===== src/hdl/spm_regs.vh =====
`ifndef SPM_REGS_VH
`define SPM_REGS_VH

`define SPM_ADDR_W 8
`define SPM_OFF_CTRL 8'h00
`define SPM_OFF_POR 8'h04
`define SPM_OFF_PRESC 8'h08
`define SPM_OFF_STATUS 8'h0C

`define SPM_CTRL_MODE_LSB 0
`define SPM_CTRL_LOWBAT_EN 2
`define SPM_CTRL_RESET 32'h0000_0000
`define SPM_POR_RESET 4'h0
`define SPM_POR_MAX_S 4'hB

`define SPM_MODE_SHALLOW 2'h0
`define SPM_MODE_DEEP 2'h1
`define SPM_MODE_ADV 2'h2

`define SPM_ST_STATE_LSB 0
`define SPM_ST_MUTE 2
`define SPM_ST_HWRST 3
`define SPM_ST_INST_LSB 4
`define SPM_ST_AVG_LSB 8
`define SPM_ST_GAIN_LSB 16
`define SPM_ST_MEM_LSB 24
`define SPM_ST_LOWBAT 26

`define SPM_MEM_A 2'h0

`define SPM_CLK_PERIOD_NS 4
`define SPM_TICK_NS 1000000
`define SPM_TICK_CYCLES 20'h3D090
`define SPM_TICKS_PER_SEC 10'h3E8
`define SPM_STAB_S 5'h1E
`define SPM_STEP_S 4'hA
`define SPM_LOWBAT_S 9'h12C
`define SPM_INST_STEP_DB 5'h03
`define SPM_AVG_MAX_STEPS 5'h12

`endif


===== src/hdl/spm_power_manager.v =====
// Implementation choices: the AHB-Lite slave port and the placing of the registers.
`timescale 1ns/1ns
`include "spm_regs.vh"

module spm_power_manager #(
	parameter [19:0] TICK_CYCLES = `SPM_TICK_CYCLES
)(
	input wire sys_clk,
	input wire rst_n,
	input wire hsel,
	input wire [31:0] haddr,
	input wire [1:0] htrans,
	input wire hwrite,
	input wire [2:0] hsize,
	input wire [31:0] hwdata,
	input wire hready,
	output wire hreadyout,
	output wire hresp,
	output reg [31:0] hrdata,
	input wire inst_above_095,
	input wire inst_above_100,
	input wire inst_above_110,
	input wire avg_above_095,
	input wire avg_above_110,
	input wire above_ramp_down,
	input wire above_060,
	input wire above_shutdown,
	input wire above_lowbat,
	input wire button_in,
	input wire [1:0] mem_sel_in,
	output reg button_press,
	output reg audio_mute,
	output reg [4:0] gain_red_db,
	output reg hw_reset,
	output reg [1:0] mem_restore,
	output reg mem_restore_load,
	output reg lowbat_req,
	output reg [7:0] lowbat_thresh
);
	localparam [1:0] ST_POR = 2'h0;
	localparam [1:0] ST_RUN = 2'h1;
	localparam [1:0] ST_MUTED = 2'h2;
	localparam [1:0] ST_OFF = 2'h3;
	localparam [1:0] Z_MID = 2'h0;
	localparam [1:0] Z_LOW = 2'h1;
	localparam [1:0] Z_HIGH = 2'h2;
	function hit;
		input [`SPM_ADDR_W-1:0] a;
		input [`SPM_ADDR_W-1:0] off;
		begin
			hit = (a == off);
		end
	endfunction
	// pin synchronisers; no reset, so they already track the pins when reset lifts
	wire [9:0] raw_in;
	reg [9:0] meta_q;
	reg [9:0] sync_q;
	assign raw_in = {button_in, above_lowbat, above_shutdown, above_060, above_ramp_down,
		avg_above_110, avg_above_095, inst_above_110, inst_above_100, inst_above_095};
	genvar gi;
	generate
		for (gi = 0; gi < 10; gi = gi + 1)
		begin : g_sync
			always @(posedge sys_clk)
			begin
				meta_q[gi] <= raw_in[gi];
				sync_q[gi] <= meta_q[gi];
			end
		end
	endgenerate
	wire i095 = sync_q[0];
	wire i100 = sync_q[1];
	wire i110 = sync_q[2];
	wire a095 = sync_q[3];
	wire a110 = sync_q[4];
	wire ramp_ok = sync_q[5];
	wire ok060 = sync_q[6];
	wire shut_ok = sync_q[7];
	wire lb_ok = sync_q[8];
	wire btn = sync_q[9];
	// bus slave: zero wait states, always OKAY
	reg [31:0] ctrl_q;
	reg [3:0] por_cfg_q;
	reg [19:0] presc_q;
	reg wr_pend_q;
	reg [`SPM_ADDR_W-1:0] wr_addr_q;
	wire [31:0] status;
	wire [`SPM_ADDR_W-1:0] a_addr = haddr[`SPM_ADDR_W-1:0];
	wire a_valid = hsel & htrans[1] & hready;
	assign hreadyout = 1'b1;
	assign hresp = 1'b0;
	always @(posedge sys_clk)
	begin
		if (!rst_n)
		begin
			wr_pend_q <= 1'b0;
			wr_addr_q <= {`SPM_ADDR_W{1'b0}};
			hrdata <= 32'h0000_0000;
			ctrl_q <= `SPM_CTRL_RESET;
			por_cfg_q <= `SPM_POR_RESET;
			presc_q <= TICK_CYCLES;
		end
		else
		begin
			wr_pend_q <= a_valid & hwrite;
			wr_addr_q <= a_addr;
			if (a_valid & !hwrite)
			begin
				if (hit(a_addr, `SPM_OFF_CTRL))
					hrdata <= {29'h0000_0000, ctrl_q[2:0]};
				else if (hit(a_addr, `SPM_OFF_POR))
					hrdata <= {28'h000_0000, por_cfg_q};
				else if (hit(a_addr, `SPM_OFF_PRESC))
					hrdata <= {12'h000, presc_q};
				else if (hit(a_addr, `SPM_OFF_STATUS))
					hrdata <= status;
				else
					hrdata <= 32'h0000_0000;
			end
			if (wr_pend_q)
			begin
				if (hit(wr_addr_q, `SPM_OFF_CTRL))
					ctrl_q <= {16'h0000, hwdata[15:8], 5'h00, hwdata[2:0]};
				else if (hit(wr_addr_q, `SPM_OFF_POR))
					por_cfg_q <= (hwdata[3:0] > `SPM_POR_MAX_S) ? `SPM_POR_MAX_S : hwdata[3:0];
				else if (hit(wr_addr_q, `SPM_OFF_PRESC))
					presc_q <= hwdata[19:0];
			end
		end
	end
	wire [1:0] mode = ctrl_q[`SPM_CTRL_MODE_LSB+1:`SPM_CTRL_MODE_LSB];
	// undefined mode code falls back to the shallow policy
	wire m_deep = (mode == `SPM_MODE_DEEP);
	wire m_adv = (mode == `SPM_MODE_ADV);
	wire lb_en = ctrl_q[`SPM_CTRL_LOWBAT_EN];
	// tick prescaler and one-second pulse
	reg [19:0] presc_cnt_q;
	reg [9:0] ms_cnt_q;
	reg sec_q;
	wire tick = (presc_cnt_q + 20'h00001 >= presc_q);
	always @(posedge sys_clk)
	begin
		if (!rst_n)
		begin
			presc_cnt_q <= 20'h00000;
			ms_cnt_q <= 10'h000;
			sec_q <= 1'b0;
		end
		else
		begin
			presc_cnt_q <= tick ? 20'h00000 : presc_cnt_q + 20'h00001;
			sec_q <= 1'b0;
			if (tick)
			begin
				if (ms_cnt_q + 10'h001 == `SPM_TICKS_PER_SEC)
				begin
					ms_cnt_q <= 10'h000;
					sec_q <= 1'b1;
				end
				else
					ms_cnt_q <= ms_cnt_q + 10'h001;
			end
		end
	end
	// supply policy state machine
	reg [1:0] st_q;
	reg [3:0] por_s_q;
	reg went_low_q;
	reg [1:0] mem_saved_q;
	reg btn_prev_q;
	wire off_cond = m_adv ? !shut_ok : (m_deep ? !ok060 : !ramp_ok);
	always @(posedge sys_clk)
	begin
		if (!rst_n)
		begin
			st_q <= ST_POR;
			por_s_q <= 4'h0;
			went_low_q <= 1'b0;
			mem_saved_q <= `SPM_MEM_A;
			mem_restore <= `SPM_MEM_A;
			mem_restore_load <= 1'b0;
			btn_prev_q <= 1'b0;
			button_press <= 1'b0;
		end
		else
		begin
			mem_restore_load <= 1'b0;
			btn_prev_q <= btn;
			button_press <= btn & !btn_prev_q & (st_q != ST_POR);
			case (st_q)
				ST_POR:
				begin
					if (por_s_q >= por_cfg_q)
						st_q <= ST_RUN;
					else if (sec_q)
						por_s_q <= por_s_q + 4'h1;
				end
				ST_RUN:
				begin
					mem_saved_q <= mem_sel_in;
					if (off_cond)
					begin
						st_q <= ST_OFF;
						went_low_q <= !ok060;
					end
					else if (!m_adv && !i095)
						st_q <= ST_MUTED;
				end
				ST_MUTED:
				begin
					if (off_cond)
					begin
						st_q <= ST_OFF;
						went_low_q <= !ok060;
					end
					else if (!m_deep && !m_adv && i110)
						st_q <= ST_RUN;
				end
				ST_OFF:
				begin
					if (!ok060)
						went_low_q <= 1'b1;
					if (i110)
					begin
						st_q <= ST_RUN;
						mem_restore_load <= 1'b1;
						if (m_deep || went_low_q || !ok060)
							mem_restore <= `SPM_MEM_A;
						else
							mem_restore <= mem_saved_q;
						went_low_q <= 1'b0;
					end
				end
				default:
					st_q <= ST_POR;
			endcase
		end
	end
	wire adv_run = m_adv & (st_q == ST_RUN);
	// instantaneous cuts: hold-off, then monitoring periods
	reg [1:0] inst_cut_q;
	reg [4:0] per_q;
	reg hold_q;
	reg drop110_q;
	reg drop100_q;
	wire per_end = sec_q & (per_q + 5'h01 == `SPM_STAB_S);
	always @(posedge sys_clk)
	begin
		if (!rst_n || !adv_run)
		begin
			inst_cut_q <= 2'h0;
			per_q <= 5'h00;
			hold_q <= 1'b0;
			drop110_q <= 1'b0;
			drop100_q <= 1'b0;
		end
		else if (inst_cut_q == 2'h0)
		begin
			if (a095 && !i095)
			begin
				inst_cut_q <= 2'h1;
				hold_q <= 1'b1;
				per_q <= 5'h00;
			end
		end
		else if (hold_q)
		begin
			// dips during hold-off are ignored while the supply settles
			if (per_end)
			begin
				per_q <= 5'h00;
				hold_q <= 1'b0;
				drop110_q <= 1'b0;
				drop100_q <= 1'b0;
			end
			else if (sec_q)
				per_q <= per_q + 5'h01;
		end
		else if (inst_cut_q == 2'h1 && a095 && !i095)
		begin
			inst_cut_q <= 2'h2;
			hold_q <= 1'b1;
			per_q <= 5'h00;
		end
		else
		begin
			drop110_q <= drop110_q | !i110;
			drop100_q <= drop100_q | !i100;
			if (per_end)
			begin
				per_q <= 5'h00;
				drop110_q <= 1'b0;
				drop100_q <= 1'b0;
				if (!drop110_q && i110)
					inst_cut_q <= 2'h0;
				else if (inst_cut_q == 2'h2 && !drop100_q && i100)
					inst_cut_q <= 2'h1;
			end
			else if (sec_q)
				per_q <= per_q + 5'h01;
		end
	end
	// average cuts, independent of the instantaneous ones
	reg [4:0] avg_cut_q;
	reg avg_mute_q;
	reg [3:0] step_q;
	reg [1:0] zone_q;
	wire [1:0] zone = !a095 ? Z_LOW : (a110 ? Z_HIGH : Z_MID);
	wire step_end = sec_q & (step_q + 4'h1 == `SPM_STEP_S);
	always @(posedge sys_clk)
	begin
		if (!rst_n || !adv_run)
		begin
			avg_cut_q <= 5'h00;
			avg_mute_q <= 1'b0;
			step_q <= 4'h0;
			zone_q <= Z_MID;
		end
		else
		begin
			zone_q <= zone;
			if (zone != zone_q || zone == Z_MID)
				step_q <= 4'h0;
			else if (zone == Z_HIGH && avg_mute_q)
			begin
				avg_mute_q <= 1'b0;
				step_q <= 4'h0;
			end
			else if (step_end)
			begin
				step_q <= 4'h0;
				if (zone == Z_LOW && avg_cut_q < `SPM_AVG_MAX_STEPS)
				begin
					avg_cut_q <= avg_cut_q + 5'h01;
					if (avg_cut_q + 5'h01 == `SPM_AVG_MAX_STEPS)
						avg_mute_q <= 1'b1;
				end
				else if (zone == Z_HIGH && avg_cut_q != 5'h00)
					avg_cut_q <= avg_cut_q - 5'h01;
			end
			else if (sec_q)
				step_q <= step_q + 4'h1;
		end
	end
	// low battery indicator requests
	reg [8:0] lb_cnt_q;
	reg lb_armed_q;
	wire lb_active = lb_en & !lb_ok & (st_q != ST_OFF);
	always @(posedge sys_clk)
	begin
		if (!rst_n || !lb_active)
		begin
			lb_cnt_q <= 9'h000;
			lb_armed_q <= 1'b0;
			lowbat_req <= 1'b0;
		end
		else
		begin
			lowbat_req <= 1'b0;
			if (!lb_armed_q)
			begin
				lb_armed_q <= 1'b1;
				lowbat_req <= 1'b1;
			end
			else if (sec_q)
			begin
				if (lb_cnt_q + 9'h001 == `SPM_LOWBAT_S)
				begin
					lb_cnt_q <= 9'h000;
					lowbat_req <= 1'b1;
				end
				else
					lb_cnt_q <= lb_cnt_q + 9'h001;
			end
		end
	end
	// registered outputs
	wire [4:0] inst_db = (inst_cut_q == 2'h2) ? (`SPM_INST_STEP_DB + `SPM_INST_STEP_DB) :
		((inst_cut_q == 2'h1) ? `SPM_INST_STEP_DB : 5'h00);
	always @(posedge sys_clk)
	begin
		if (!rst_n)
		begin
			audio_mute <= 1'b1;
			gain_red_db <= 5'h00;
			hw_reset <= 1'b0;
			lowbat_thresh <= 8'h00;
		end
		else
		begin
			audio_mute <= (st_q != ST_RUN) | avg_mute_q;
			gain_red_db <= inst_db + avg_cut_q;
			hw_reset <= (st_q == ST_OFF);
			lowbat_thresh <= ctrl_q[15:8];
		end
	end
	assign status = {5'h00, lowbat_req, mem_restore, 3'h0, gain_red_db, 3'h0, avg_cut_q,
		2'h0, inst_cut_q, hw_reset, audio_mute, st_q};
endmodule


===== config.mk =====
export PLATFORM = sky130hd
export DESIGN_NAME = spm_power_manager
export DESIGN_NICKNAME = d
export VERILOG_FILES = /design/src/hdl/spm_power_manager.v
export VERILOG_INCLUDE_DIRS = /design/src /design/src/hdl
export SDC_FILE = /design/constraint.sdc
export NUM_CORES = 1
export LEC_CHECK = 0
export BUFFER_PORTS_ARGS = -buffer_cell sky130_fd_sc_hd__clkbuf_2
export CORE_ASPECT_RATIO = 0.8
export CORE_UTILIZATION = 60
export CTS_BUF_LIST = sky130_fd_sc_hd__clkbuf_4 sky130_fd_sc_hd__clkbuf_8 sky130_fd_sc_hd__clkbuf_16
export DETAILED_ROUTE_END_ITERATION = 10
export PLACE_DENSITY = 0.84
export SYNTH_ARGS = -nofsm -noshare
export SYNTH_HDL_FRONTEND = slang
export SYNTH_SLANG_ARGS = --single-unit

===== constraint.sdc =====
create_clock -name sys_clk -period 11.7 [get_ports sys_clk]
set_input_delay 1.17 -clock sys_clk [delete_from_list [all_inputs] [get_ports sys_clk]]
set_output_delay 1.17 -clock sys_clk [all_outputs]
set_load 0.01 [all_outputs]

# After elaboration in Yosys (flattened, before gate mapping)
# Cells that the tools add are included.
# totals
ff_bits	189
in_bits	86
output_inout_bits	54
elab_cells	245
# op_classes
n_addsub	9
order_cmp	4
n_eq_ne	32
mux	62
n_bitwise	21
n_reduce_logical	64
# ops
operator	count
$mux 27	4
$mux 5	8
$mux 2	17
$mux 1	27
$eq 8x4->1 const B	3
$add 20x1->20 const B	1
$ge 20x20->1	1
$reduce_and 4->1	5
$eq 8x3->1 const B	2
$logic_not 1->1	16
$logic_not 8->1	2
$logic_and 1x1->1	12
$reduce_and 3->1	4
$reduce_bool 2->1	6
$and 1x1->1	11
$add 10x1->10 const B	1
$add 5x1->5 const B	2
$eq 10x10->1 const B	1
$eq 2x2->1 const B	5
$eq 5x5->1 const B	2
$mux 10	1
$ne 2x1->1 const B	5
$reduce_and 2->1	5
$add 9x1->9 const B	1
other kinds (26)	50

# Longest topological paths before layout
# Gate-level depths: netlist (run 1).
# logic_depth
ltp_word	9
mapped_depth	14
mapped_depth_nobuf	12

# Worst setup path after synthesis (run 1)
# OpenSTA, ideal clock, no wires.
# synth_timing
kind	register -> register
startpoint	reg presc_cnt_q[2]
endpoint	reg ms_cnt_q[9]
setup_ns	0.071
arrival_time_ns	3.634
t_required_ns	11.629
setup_slack_ns	7.995
path_stages_with_launch	14
path_buffers	1
period_less_slack_ns	3.705
path_cell_list	dfxtp_1 and4_1 nand4_1 nor3b_1 nand4_1 xnor2_1 ha_1 nand4_1 or4_1 or4_1 and3_4 buf_6 or4_1 a21oi_1
# synth_between
elab_chain_cells	2
# synth_lines
element	line_no	rtl
from (decl)	spm_power_manager.v:137	reg [19:0] presc_cnt_q;
from (signal assigned)	spm_power_manager.v:151	presc_cnt_q <= tick ? 20'h00000 : presc_cnt_q + 20'h00001;
$add 20x1->20	spm_power_manager.v:140	wire tick = (presc_cnt_q + 20'h00001 >= presc_q);
$ge 20x20->1	spm_power_manager.v:140	
to (signal assigned)	spm_power_manager.v:161	ms_cnt_q <= ms_cnt_q + 10'h001;
to (decl)	spm_power_manager.v:138	reg [9:0] ms_cnt_q;
# Every way passes these cells.
# A chain may end at the register's enable or synchronous reset.

# Final worst setup path (run 1)
# Ends and elaborated chain as after synthesis.

==> results of run 1 <==
logic make-up (layout without fill, tap and decap cells):
| group | after synthesis | after routing | share of synthesized area [%] |
|---|---|---|---|
| AOI/OAI and AO/OA | 167 | 167 | 12.6 |
| xor gates and xnor gates | 41 | 41 | 4.44 |
| adders and majority gates | 51 | 51 | 7.98 |
| buffers and inverters | 92 | 168 | 4.83 |
| DFF | 181 | 181 | 44.8 |
| muxes | 22 | 22 | 3.20 |
| other | 2 | 10 | 0.0928 |
| and+or+nand+nor | 361 | 361 | 22.1 |
cell type report:
class                   instances  area [um^2]
clock buffers                  23          489
repair buffers                 93          475
multi-input cells             652         4120
flip-flops and latches        181         3620
well taps                     175          219
clock inverters                 8          171
inverters                      44          165
fillers                       983         3750
flip-flops by register name (all words and copies together) (netlist names), 4 cells and up:
register	flops
avg_cut_q	5
ctrl_q	11
gain_red_db	5
hrdata	24
lb_cnt_q	9
lowbat_thresh	8
meta_q	10
ms_cnt_q	10
per_q	5
por_cfg_q	4
por_s_q	4
presc_cnt_q	20
presc_q	20
step_q	4
wr_addr_q	8
cells in the final DEF (no fill, tap or decap), drive strengths merged, types with 6 or more instances in the layout:
master / synthesis / layout
nor2: 75 / 75
nand3b: 7 / 7
and3: 23 / 23
o21ai: 26 / 26
nor3: 9 / 9
o22ai: 7 / 7
inv: 44 / 44
dfxtp: 181 / 181
ha: 50 / 50
conb: 2 / 10
xnor2: 26 / 26
nor3b: 6 / 6
xor2: 15 / 15
nand4: 17 / 17
nand2: 114 / 114
mux2i: 18 / 18
a211oi: 7 / 7
a22oi: 16 / 16
o211ai: 9 / 9
and2: 24 / 24
or3: 10 / 10
clkbuf: 35 / 112
nand2b: 9 / 9
nor2b: 9 / 9
a21oi: 70 / 70
nand3: 38 / 38
power breakdown:
group          switching [mW]  leakage, nW  total, mW  internal [mW]
Combinational          0.0372         1.94     0.0610         0.0238
Clock                   0.232        0.324      0.634          0.402
Sequential            0.00786         1.47      0.635          0.627
Total                   0.277         3.73       1.33           1.05
worst register-to-register path: stages, from the launching register on:
cell,delay (ns)
sky130_fd_sc_hd__dfxtp_1,0.41
sky130_fd_sc_hd__and4_1,0.26
sky130_fd_sc_hd__nand4_1,0.26
sky130_fd_sc_hd__nor3b_1,0.43
sky130_fd_sc_hd__nand4_1,0.18
sky130_fd_sc_hd__xnor2_1,0.17
sky130_fd_sc_hd__ha_1,0.32
sky130_fd_sc_hd__nand4_1,0.18
sky130_fd_sc_hd__or4_1,0.55
sky130_fd_sc_hd__or4_1,0.43
sky130_fd_sc_hd__and3_4,0.29
sky130_fd_sc_hd__or4_1,0.52
sky130_fd_sc_hd__a21oi_1,0.14
worst max-delay path by stage:
stage,end,slack [ns],cells past startpoint
2_1_floorplan,ms_cnt_q[9],8.00,13
3_3_place_gp,ms_cnt_q[9],7.57,12
3_5_place_dp,ms_cnt_q[9],7.53,12
4_1_cts,ms_cnt_q[9],7.49,12
5_1_grt,ms_cnt_q[3],7.06,12
6_report,ms_cnt_q[9],7.47,12
stage by stage:
stage | setup WS [ns] | area (um^2) | power (mW) | hold WS, ns
CTS | 7.49 | 9260 | 1.33 | 0.328
global route | 7.06 | 9260 | 1.37 | 0.336
global placement | 7.57 | 8600 | 0.706 | 0.311
detailed placement | 7.53 | 8600 | 0.708 | 0.312
finish | 7.47 | 9260 | 1.33 | 0.325
floorplan | 8.00 | 8120 | 0.688 | 0.310
routing by layer:
layer  vias up  GRT usage [%]
met5         -              0
met4         0           12.0
met3        28           5.63
met2       227           43.9
met1      3209           36.2
li1       3299              -
==> flow_summary.ini, run 1 <==
[routing]
highest-signal-layer = met4
detailroute.wirelength.met3_um = 1130
detail_route.wl_per_cell_um = 15.7
route.vias.total = 6763
route.final.wire_length_um = 18500
met2_wirelength_um = 8420
met1Wirelength_um = 8510
route.antenna.remaining_nets = 0
detailedRoute.firstPassIterationCount = 5
dr.first_iter.drc_count = 456
remaining_drc_errors = 0
avgViaCountPerCell = 5.75

[sta]
max_freq_mhz = 237
worst_slew_pin_slew_ns = 1.09
setup_tns_ns = 0
hold_viol = 0
min_period_ns = 4.23
finalClockSkew_ns = 0.00940
setup_repair_after_global_routing_missed_its_margin = false
layout_worst_path_cycle_share_pct = 36.1
worst_slew_margin_rel_pct = 27.2
report.final.setup_viol = 0
report.final.slew_viol_count = 0

[min_path]
worst_hold_path.endpoint = i100
hold_path_depth = 0
beginning_of_the_worst_hold_path = meta_q[1]
holdCritPathClass = reg2reg

[critical_path]
worst-setup-path-type = reg2reg
worstReg2RegStart = presc_cnt_q[2]
arrival_ns = 4.57
crit_path_cell_trace = and4_1 -> nand4_1 -> nor3b_1 -> nand4_1 -> xnor2_1 -> ha_1 -> nand4_1 -> or4_1 -> or4_1 -> and3_4 -> or4_1 -> a21oi_1
critical_path_rt_ns = 12.05
critPathBufInv = 0
reg2reg_depth = 12
crit_path_start_kind = flip-flop
worstSetupStartpoint = presc_cnt_q[2]
regToRegSetupSlack_ns = 7.47
worstReg2RegEnd = ms_cnt_q[9]
worst-path-max-fanout = 29
end_kind = flip-flop
timing.critical_path.slowest_stage_cell = sky130_fd_sc_hd__or4_1
max_stage_delay_ns = 0.55
cp_top_family = simple AND/OR/NAND/NOR gates

[layout]
diodes = 0
nNetsFinal = 1126
final-instance-count-excl-fill = 1176
syn2layout_area_growth_pct = 14.5
utilization_pct = 71.2
drive_above_1_share_pct = 13.8

[power]
leakagePower_nw = 3.73
pwr_density_cell_nw_per_um2 = 144
vdd_drop_max_uv = 124

[yosys]
library_cell_with_the_largest_summed_area_after_synthesis = sky130_fd_sc_hd__dfxtp_1
synth.cells.most_frequent = sky130_fd_sc_hd__dfxtp_1 (181), sky130_fd_sc_hd__nand2_1 (114), sky130_fd_sc_hd__nor2_1 (75), sky130_fd_sc_hd__a21oi_1 (70), sky130_fd_sc_hd__ha_1 (50)
commonest_register_cell_after_synthesis = sky130_fd_sc_hd__dfxtp_1
synth_most_common_cell = sky130_fd_sc_hd__dfxtp_1
synthesis.instances = 917
edff_count_synth = 0
post_synth_num_cell_types = 61
syn-cell-area_um2 = 8090
syn_avg_cell_area_um2 = 8.82
synth-async-reset-ratio_pct = 0
synth_top_cell_area_share_pct = 44.8
synth-warning-count = 0
synth_seq_cells = 181
synth_top_area_cells = sky130_fd_sc_hd__dfxtp_1 (45%), sky130_fd_sc_hd__ha_1 (7.7%), sky130_fd_sc_hd__nand2_1 (5.3%)
synth.yosys.seq_area_share_pct = 44.8

[clock_network]
cts_buffer_depth = 2
cts_htree_levels = 4
clk_transition_reported_paths_ns = 0.06
cts-hold-fix-buffers = 0
cts_buffers = 17
sinks_on_clock_net = 181
cts_resized = 0
tritoncts = built
clk-insertion-delay-late_ns = 0.43
cts.repair_timing.setup_buffer_count = 0
cts.root.buffer_cell = sky130_fd_sc_hd__clkbuf_16

[die]
core_region_area_um2 = 13000
initial_utilization_pct = 62.2
die_area_um2 = 14000
fp-row-count = 37
boundaryPins = 140
overall_die_width_um = 132
fp.dieH_um = 106

[run]
drv.max_cap_violation_count = 0

[global_routing]
grt_usage_pct = 27.6
via_count_of_the_first_global_routing_pass = 6358
number_of_antenna_violations_at_the_first_check_in_global_routing = 0
wire_length_of_the_first_global_routing_pass_um = 30600
grt_overflow = 0
grt_start_max_net_pins = 78

[place]
dpl.hpwl_um = 12400
placer_congestion_estimate = 0.911
number_of_placed_instances_taps_included = 1145
io_buffers = 89

[run_status]
outcome = finished, final reports clean
Note: power is estimated with default switching activity, not from simulation.
==> inputs of run 2 (changes only) <==
--- a/config.mk
+++ b/config.mk
@@ -8,10 +8,10 @@
 export LEC_CHECK = 0
 export BUFFER_PORTS_ARGS = -buffer_cell sky130_fd_sc_hd__clkbuf_2
 export CORE_ASPECT_RATIO = 0.8
-export CORE_UTILIZATION = 60
+export CORE_UTILIZATION = 56
 export CTS_BUF_LIST = sky130_fd_sc_hd__clkbuf_4 sky130_fd_sc_hd__clkbuf_8 sky130_fd_sc_hd__clkbuf_16
 export DETAILED_ROUTE_END_ITERATION = 10
-export PLACE_DENSITY = 0.84
+export PLACE_DENSITY = 0.79
 export SYNTH_ARGS = -nofsm -noshare
 export SYNTH_HDL_FRONTEND = slang
 export SYNTH_SLANG_ARGS = --single-unit
==> constraint.sdc (replaced) <==
create_clock -name sys_clk -period 3.9 [get_ports sys_clk]
set_input_delay 0.39 -clock sys_clk [delete_from_list [all_inputs] [get_ports sys_clk]]
set_output_delay 0.39 -clock sys_clk [all_outputs]
set_load 0.01 [all_outputs]
==> run 2 against run 1 <==
Compared with the run above:
- first-iteration DRC count down 6.1%
- die area up 7.0%
- power rose to 2.9 times the previous value
- critical endpoint unchanged
- highest routed layer unchanged
==> flow_summary.ini, run 2 (synthesized netlist as in run 1, its figures left out) <==
[sta]
finalClockSkew_ns = 0.00976
report.final.slew_viol_count = 0
hold_viol = 0
final_critical_path_setup_slack_ns = 0.102
min_period_ns = 3.80
worst_slew_pin_slew_ns = 0.953
layout_worst_path_cycle_share_pct = 97.4
worst_slew_margin_rel_pct = 36.3
report.final.setup_viol = 0
hold-worst-slack_ns = 0.0600
setup_repair_after_global_routing_missed_its_margin = true
max_freq_mhz = 263

[routing]
detailedRoute.firstPassIterationCount = 4
route.vias.total = 6739
remaining_drc_errors = 0
avgViaCountPerCell = 5.64
route.final.wire_length_um = 18400
detail_route.wl_per_cell_um = 15.4
route.antenna.remaining_nets = 0
dr.first_iter.drc_count = 428

[layout]
drive_above_1_share_pct = 15.7
mostFrequentLayoutCell = sky130_fd_sc_hd__dfxtp_1
registers.top_by_ff_count = hrdata
final-instance-count-excl-fill = 1194
nNetsFinal = 1139
syn2layout_area_growth_pct = 15.5
final_cell_mix = sky130_fd_sc_hd__dfxtp_1 (176), sky130_fd_sc_hd__nand2_1 (114), sky130_fd_sc_hd__clkbuf_2 (89), sky130_fd_sc_hd__nor2_1 (75), sky130_fd_sc_hd__a21oi_1 (70)
largest_registers = hrdata x24, presc_cnt_q x20, presc_q x20
utilization_pct = 67.5
largest_register_ffs = 24
diodes = 0
n_fill_cell = 1087

[critical_path]
worstSetupStartpoint = presc_cnt_q[3]
crit_path_start_kind = flip-flop
worstReg2RegStart = presc_cnt_q[3]
worst-path-max-fanout = 6
regToRegSetupSlack_ns = 0.10
cp-endpoint = ms_cnt_q[9]
critical_path_rt_ns = 4.25
worst-setup-path-type = reg2reg
arrival_ns = 4.15
end_kind = flip-flop
reg2reg_depth = 13
worstReg2RegEnd = ms_cnt_q[9]

[global_routing]
grt_overflow = 0
via_count_of_the_first_global_routing_pass = 6114
grt_start_max_net_pins = 56
grt_usage_pct = 25.6
number_of_antenna_violations_at_the_first_check_in_global_routing = 0
wire_length_of_the_first_global_routing_pass_um = 29900

[clock_network]
clk-insertion-delay-late_ns = 0.42
clk_transition_reported_paths_ns = 0.07
cts_buffers = 17
tritoncts = built
cts.root.buffer_cell = sky130_fd_sc_hd__clkbuf_16
cts_buffer_depth = 2
sinks_on_clock_net = 181
cts_htree_levels = 4

[place]
placer_congestion_estimate = 0.907
dpl.hpwl_um = 12700
number_of_placed_instances_taps_included = 1161
placement.setup.worst_slack_ns = 0.113
io_buffers = 89

[min_path]
holdCritPathClass = in2reg

[run]
drv.max_cap_violation_count = 0

[power]
overall_power_after_layout_mw = 3.87
leakagePower_nw = 3.79
pwr_density_cell_nw_per_um2 = 415
vdd_drop_max_uv = 343

[die]
boundaryPins = 140
fp-row-count = 38
core_region_area_um2 = 13800
overall_die_width_um = 136
die_area_um2 = 14900
fp.dieH_um = 110
initial_utilization_pct = 58.5

[run_status]
outcome = finished, final reports clean
## run 2: worst min-delay path by stage
stage / slack [ns] / endpoint / depth (start not counted) / from
6_report: 0.06 / meta_q[3] / 1 / avg_above_095
5_1_grt: 0.04 / meta_q[3] / 1 / avg_above_095
4_1_cts: 0.05 / meta_q[3] / 1 / avg_above_095
3_5_place_dp: 0.32 / btn / 0 / meta_q[9]
3_3_place_gp: 0.31 / a110 / 0 / meta_q[4]
2_1_floorplan: 0.31 / a095 / 0 / meta_q[3]
## run 2: report_power, final
part / internal [mW] / switching (mW)
sequential: 1.88 / 0.0235
clock: 1.03 / 0.744
combinational: 0.0730 / 0.117
## run 2: per-stage QoR
stage / cell area, um^2 / TNS (ns)
final: 9340 / 0
after detailed placement: 8690 / 0
after floorplan: 8120 / 0
after CTS: 9300 / 0
after global placement: 8690 / 0
after global routing: 9340 / -0.0759
## run 2: critical path, cell delays in order (launching register included)
cell	delay [ns]
sky130_fd_sc_hd__dfxtp_2	0.36
sky130_fd_sc_hd__and4_4	0.23
sky130_fd_sc_hd__nand4_1	0.17
sky130_fd_sc_hd__nor3b_4	0.26
sky130_fd_sc_hd__buf_6	0.13
sky130_fd_sc_hd__nand4_1	0.13
sky130_fd_sc_hd__xnor2_1	0.18
sky130_fd_sc_hd__ha_1	0.32
sky130_fd_sc_hd__nand4_1	0.15
sky130_fd_sc_hd__or4_1	0.53
sky130_fd_sc_hd__or4_4	0.43
sky130_fd_sc_hd__and3_4	0.20
sky130_fd_sc_hd__or4_1	0.50
sky130_fd_sc_hd__a21oi_1	0.14
## run 2: metal layers
layer	GRT usage, %	up-vias	wire (um)
met1	36.0	3182	8980
met5	0	-	0
li1	-	3328	-
met2	39.7	206	8130
met4	6.83	0	254
met3	5.53	23	1050
## run 2: final cells by class
cell class,count,area (um^2),share of cell area (%)
clock buffers,18,439,4.70
clock inverters,13,171,1.83
inverters,44,165,1.77
multi-input cells,652,4130,44.3
flip-flops and latches,181,3630,38.9
well taps,180,225,2.41
repair buffers,106,577,6.17
## run 2: timing repair
action | CTS | global route
pin swaps | 0 | 7
resized for setup | 1 | 9
endpoints found under the setup margin | 1 | 15
buffers inserted | 0 | 2
hold buffers | 0 | 0
==> inputs of run 3 (changes only) <==
==> constraint.sdc (replaced) <==
create_clock -name sys_clk -period 4 [get_ports sys_clk]
set_input_delay 0.4 -clock sys_clk [delete_from_list [all_inputs] [get_ports sys_clk]]
set_output_delay 0.4 -clock sys_clk [all_outputs]
set_load 0.01 [all_outputs]
==> run 3 against run 2 <==
Compared with the run above:
- final cell count decreased by 0.50%
- hold slack improved by 0.010 ns
- combinational power decreased by 6%
- setup slack improved by 0.074 ns
- non-clock buffer count decreased by 7
- flip-flop and latch count unchanged
- utilization decreased by 0.37 points
- clock power decreased by 3%
- largest power group unchanged
==> flow_summary.ini, run 3 (synthesized netlist as in run 1, its figures left out) <==
[clock_network]
cts.root.buffer_cell = sky130_fd_sc_hd__clkbuf_16
cts_buffers = 17
cts.repair_timing.setup_buffer_count = 0
clk_transition_reported_paths_ns = 0.07
cts_htree_levels = 4
clk-insertion-delay-late_ns = 0.43
cts-hold-fix-buffers = 0
tritoncts = built
cts_resized = 0
sinks_on_clock_net = 181
cts_buffer_depth = 2

[layout]
diodes = 0
syn2layout_area_growth_pct = 14.8
largest_registers = hrdata x24, presc_cnt_q x20, presc_q x20
mostFrequentLayoutCell = sky130_fd_sc_hd__dfxtp_1
registers.top_by_ff_count = hrdata
final_cell_mix = sky130_fd_sc_hd__dfxtp_1 (178), sky130_fd_sc_hd__nand2_1 (114), sky130_fd_sc_hd__clkbuf_2 (89), sky130_fd_sc_hd__nor2_1 (75), sky130_fd_sc_hd__a21oi_1 (70)
largest_register_ffs = 24
nNetsFinal = 1132
drive_above_1_share_pct = 15.1
utilization_pct = 67.1

[die]
fp-row-count = 38
core_region_area_um2 = 13800
boundaryPins = 140
die_area_um2 = 14900
overall_die_width_um = 136
fp.dieH_um = 110
initial_utilization_pct = 58.5

[global_routing]
grt_usage_pct = 25.3
grt_overflow = 0
grt_start_max_net_pins = 56
number_of_antenna_violations_at_the_first_check_in_global_routing = 0
wire_length_of_the_first_global_routing_pass_um = 29300
via_count_of_the_first_global_routing_pass = 6042

[critical_path]
critical_path_rt_ns = 4.36
worst-path-max-fanout = 8
worst-setup-path-type = reg2reg
crit_path_start_kind = flip-flop
arrival_ns = 4.18
end_kind = flip-flop

[routing]
route.vias.total = 6625
detailedRoute.firstPassIterationCount = 5
route.antenna.remaining_nets = 0
detail_route.wl_per_cell_um = 15.0
dr.first_iter.drc_count = 451
avgViaCountPerCell = 5.58
route.final.wire_length_um = 17900
remaining_drc_errors = 0

[sta]
layout_worst_path_cycle_share_pct = 95.6
min_period_ns = 3.82
max_freq_mhz = 262
report.final.slew_viol_count = 0
worst_slew_margin_rel_pct = 37.4
report.final.setup_viol = 0
setup_tns_ns = 0
worst_slew_pin_slew_ns = 0.936
hold_viol = 0
finalClockSkew_ns = 0.00797

[power]
pwr_density_cell_nw_per_um2 = 406
leakagePower_nw = 3.73
overall_power_after_layout_mw = 3.77
vdd_drop_max_uv = 460

[place]
dpl.hpwl_um = 12600
io_buffers = 89
placer_congestion_estimate = 0.890

[run]
drv.max_cap_violation_count = 0

[run_status]
outcome = finished, final reports clean

[min_path]
holdCritPathClass = in2reg
## run 3: per-layer routing
layer / up-vias / routed length [um] / GRT usage [%]
li1: 3319 / - / -
met1: 3109 / 8890 / 35.1
met5: - / 0 / 0
met4: 0 / 194 / 8.73
met2: 183 / 7790 / 39.2
met3: 14 / 1010 / 5.26
## run 3: path summary, 6_finish.rpt
| kind | depth (start not counted) | startpoint | slack [ns] | end |
|---|---|---|---|---|
| max reg2reg | 13 | presc_cnt_q[2] | 0.18 | ms_cnt_q[9] |
| min | 1 | inst_above_100 | 0.07 | meta_q[1] |
| max | 13 | presc_cnt_q[2] | 0.18 | ms_cnt_q[9] |
| min reg2reg | 0 | meta_q[6] | 0.33 | ok060 |
## run 3: power breakdown
part	internal, mW	total (mW)	switching (mW)	leakage (nW)
Clock	1.04	1.73	0.695	0.291
Combinational	0.0700	0.179	0.109	1.96
Sequential	1.83	1.86	0.0227	1.47
Total	2.94	3.77	0.826	3.73
## run 3: cell type report
type                    instances  area [um^2]
fillers                      1115         4550
multi-input cells             652         4130
flip-flops and latches        181         3630
repair buffers                 99          520
clock buffers                  21          474
well taps                     180          225
inverters                      44          165
clock inverters                11          150
## run 3: worst max-delay path: stages (launching register included)
cell and delay [ns]:
sky130_fd_sc_hd__dfxtp_2 0.37, sky130_fd_sc_hd__and4_4 0.24, sky130_fd_sc_hd__nand4_1 0.15, sky130_fd_sc_hd__nor3b_2 0.21
sky130_fd_sc_hd__buf_4 0.15, sky130_fd_sc_hd__nand4_1 0.12, sky130_fd_sc_hd__xnor2_1 0.17, sky130_fd_sc_hd__ha_1 0.33
sky130_fd_sc_hd__nand4_1 0.14, sky130_fd_sc_hd__or4_1 0.58, sky130_fd_sc_hd__or4_1 0.45, sky130_fd_sc_hd__and3_4 0.22
sky130_fd_sc_hd__or4_1 0.50, sky130_fd_sc_hd__a21oi_1 0.14
## run 3: stage by stage
| stage | instances | hold slack (ns) | cell area, um^2 | setup slack [ns] |
|---|---|---|---|---|
| 2_1_floorplan | 925 | 0.310 | 8120 | 0.295 |
| 6_report | 1188 | 0.0702 | 9290 | 0.177 |
| 5_1_grt | 1188 | 0.0525 | 9290 | -0.00860 |
| 4_1_cts | 1188 | 0.0573 | 9280 | 0.0634 |
| 3_5_place_dp | 1156 | 0.314 | 8650 | 0.107 |
| 3_3_place_gp | 1156 | 0.310 | 8650 | 0.216 |
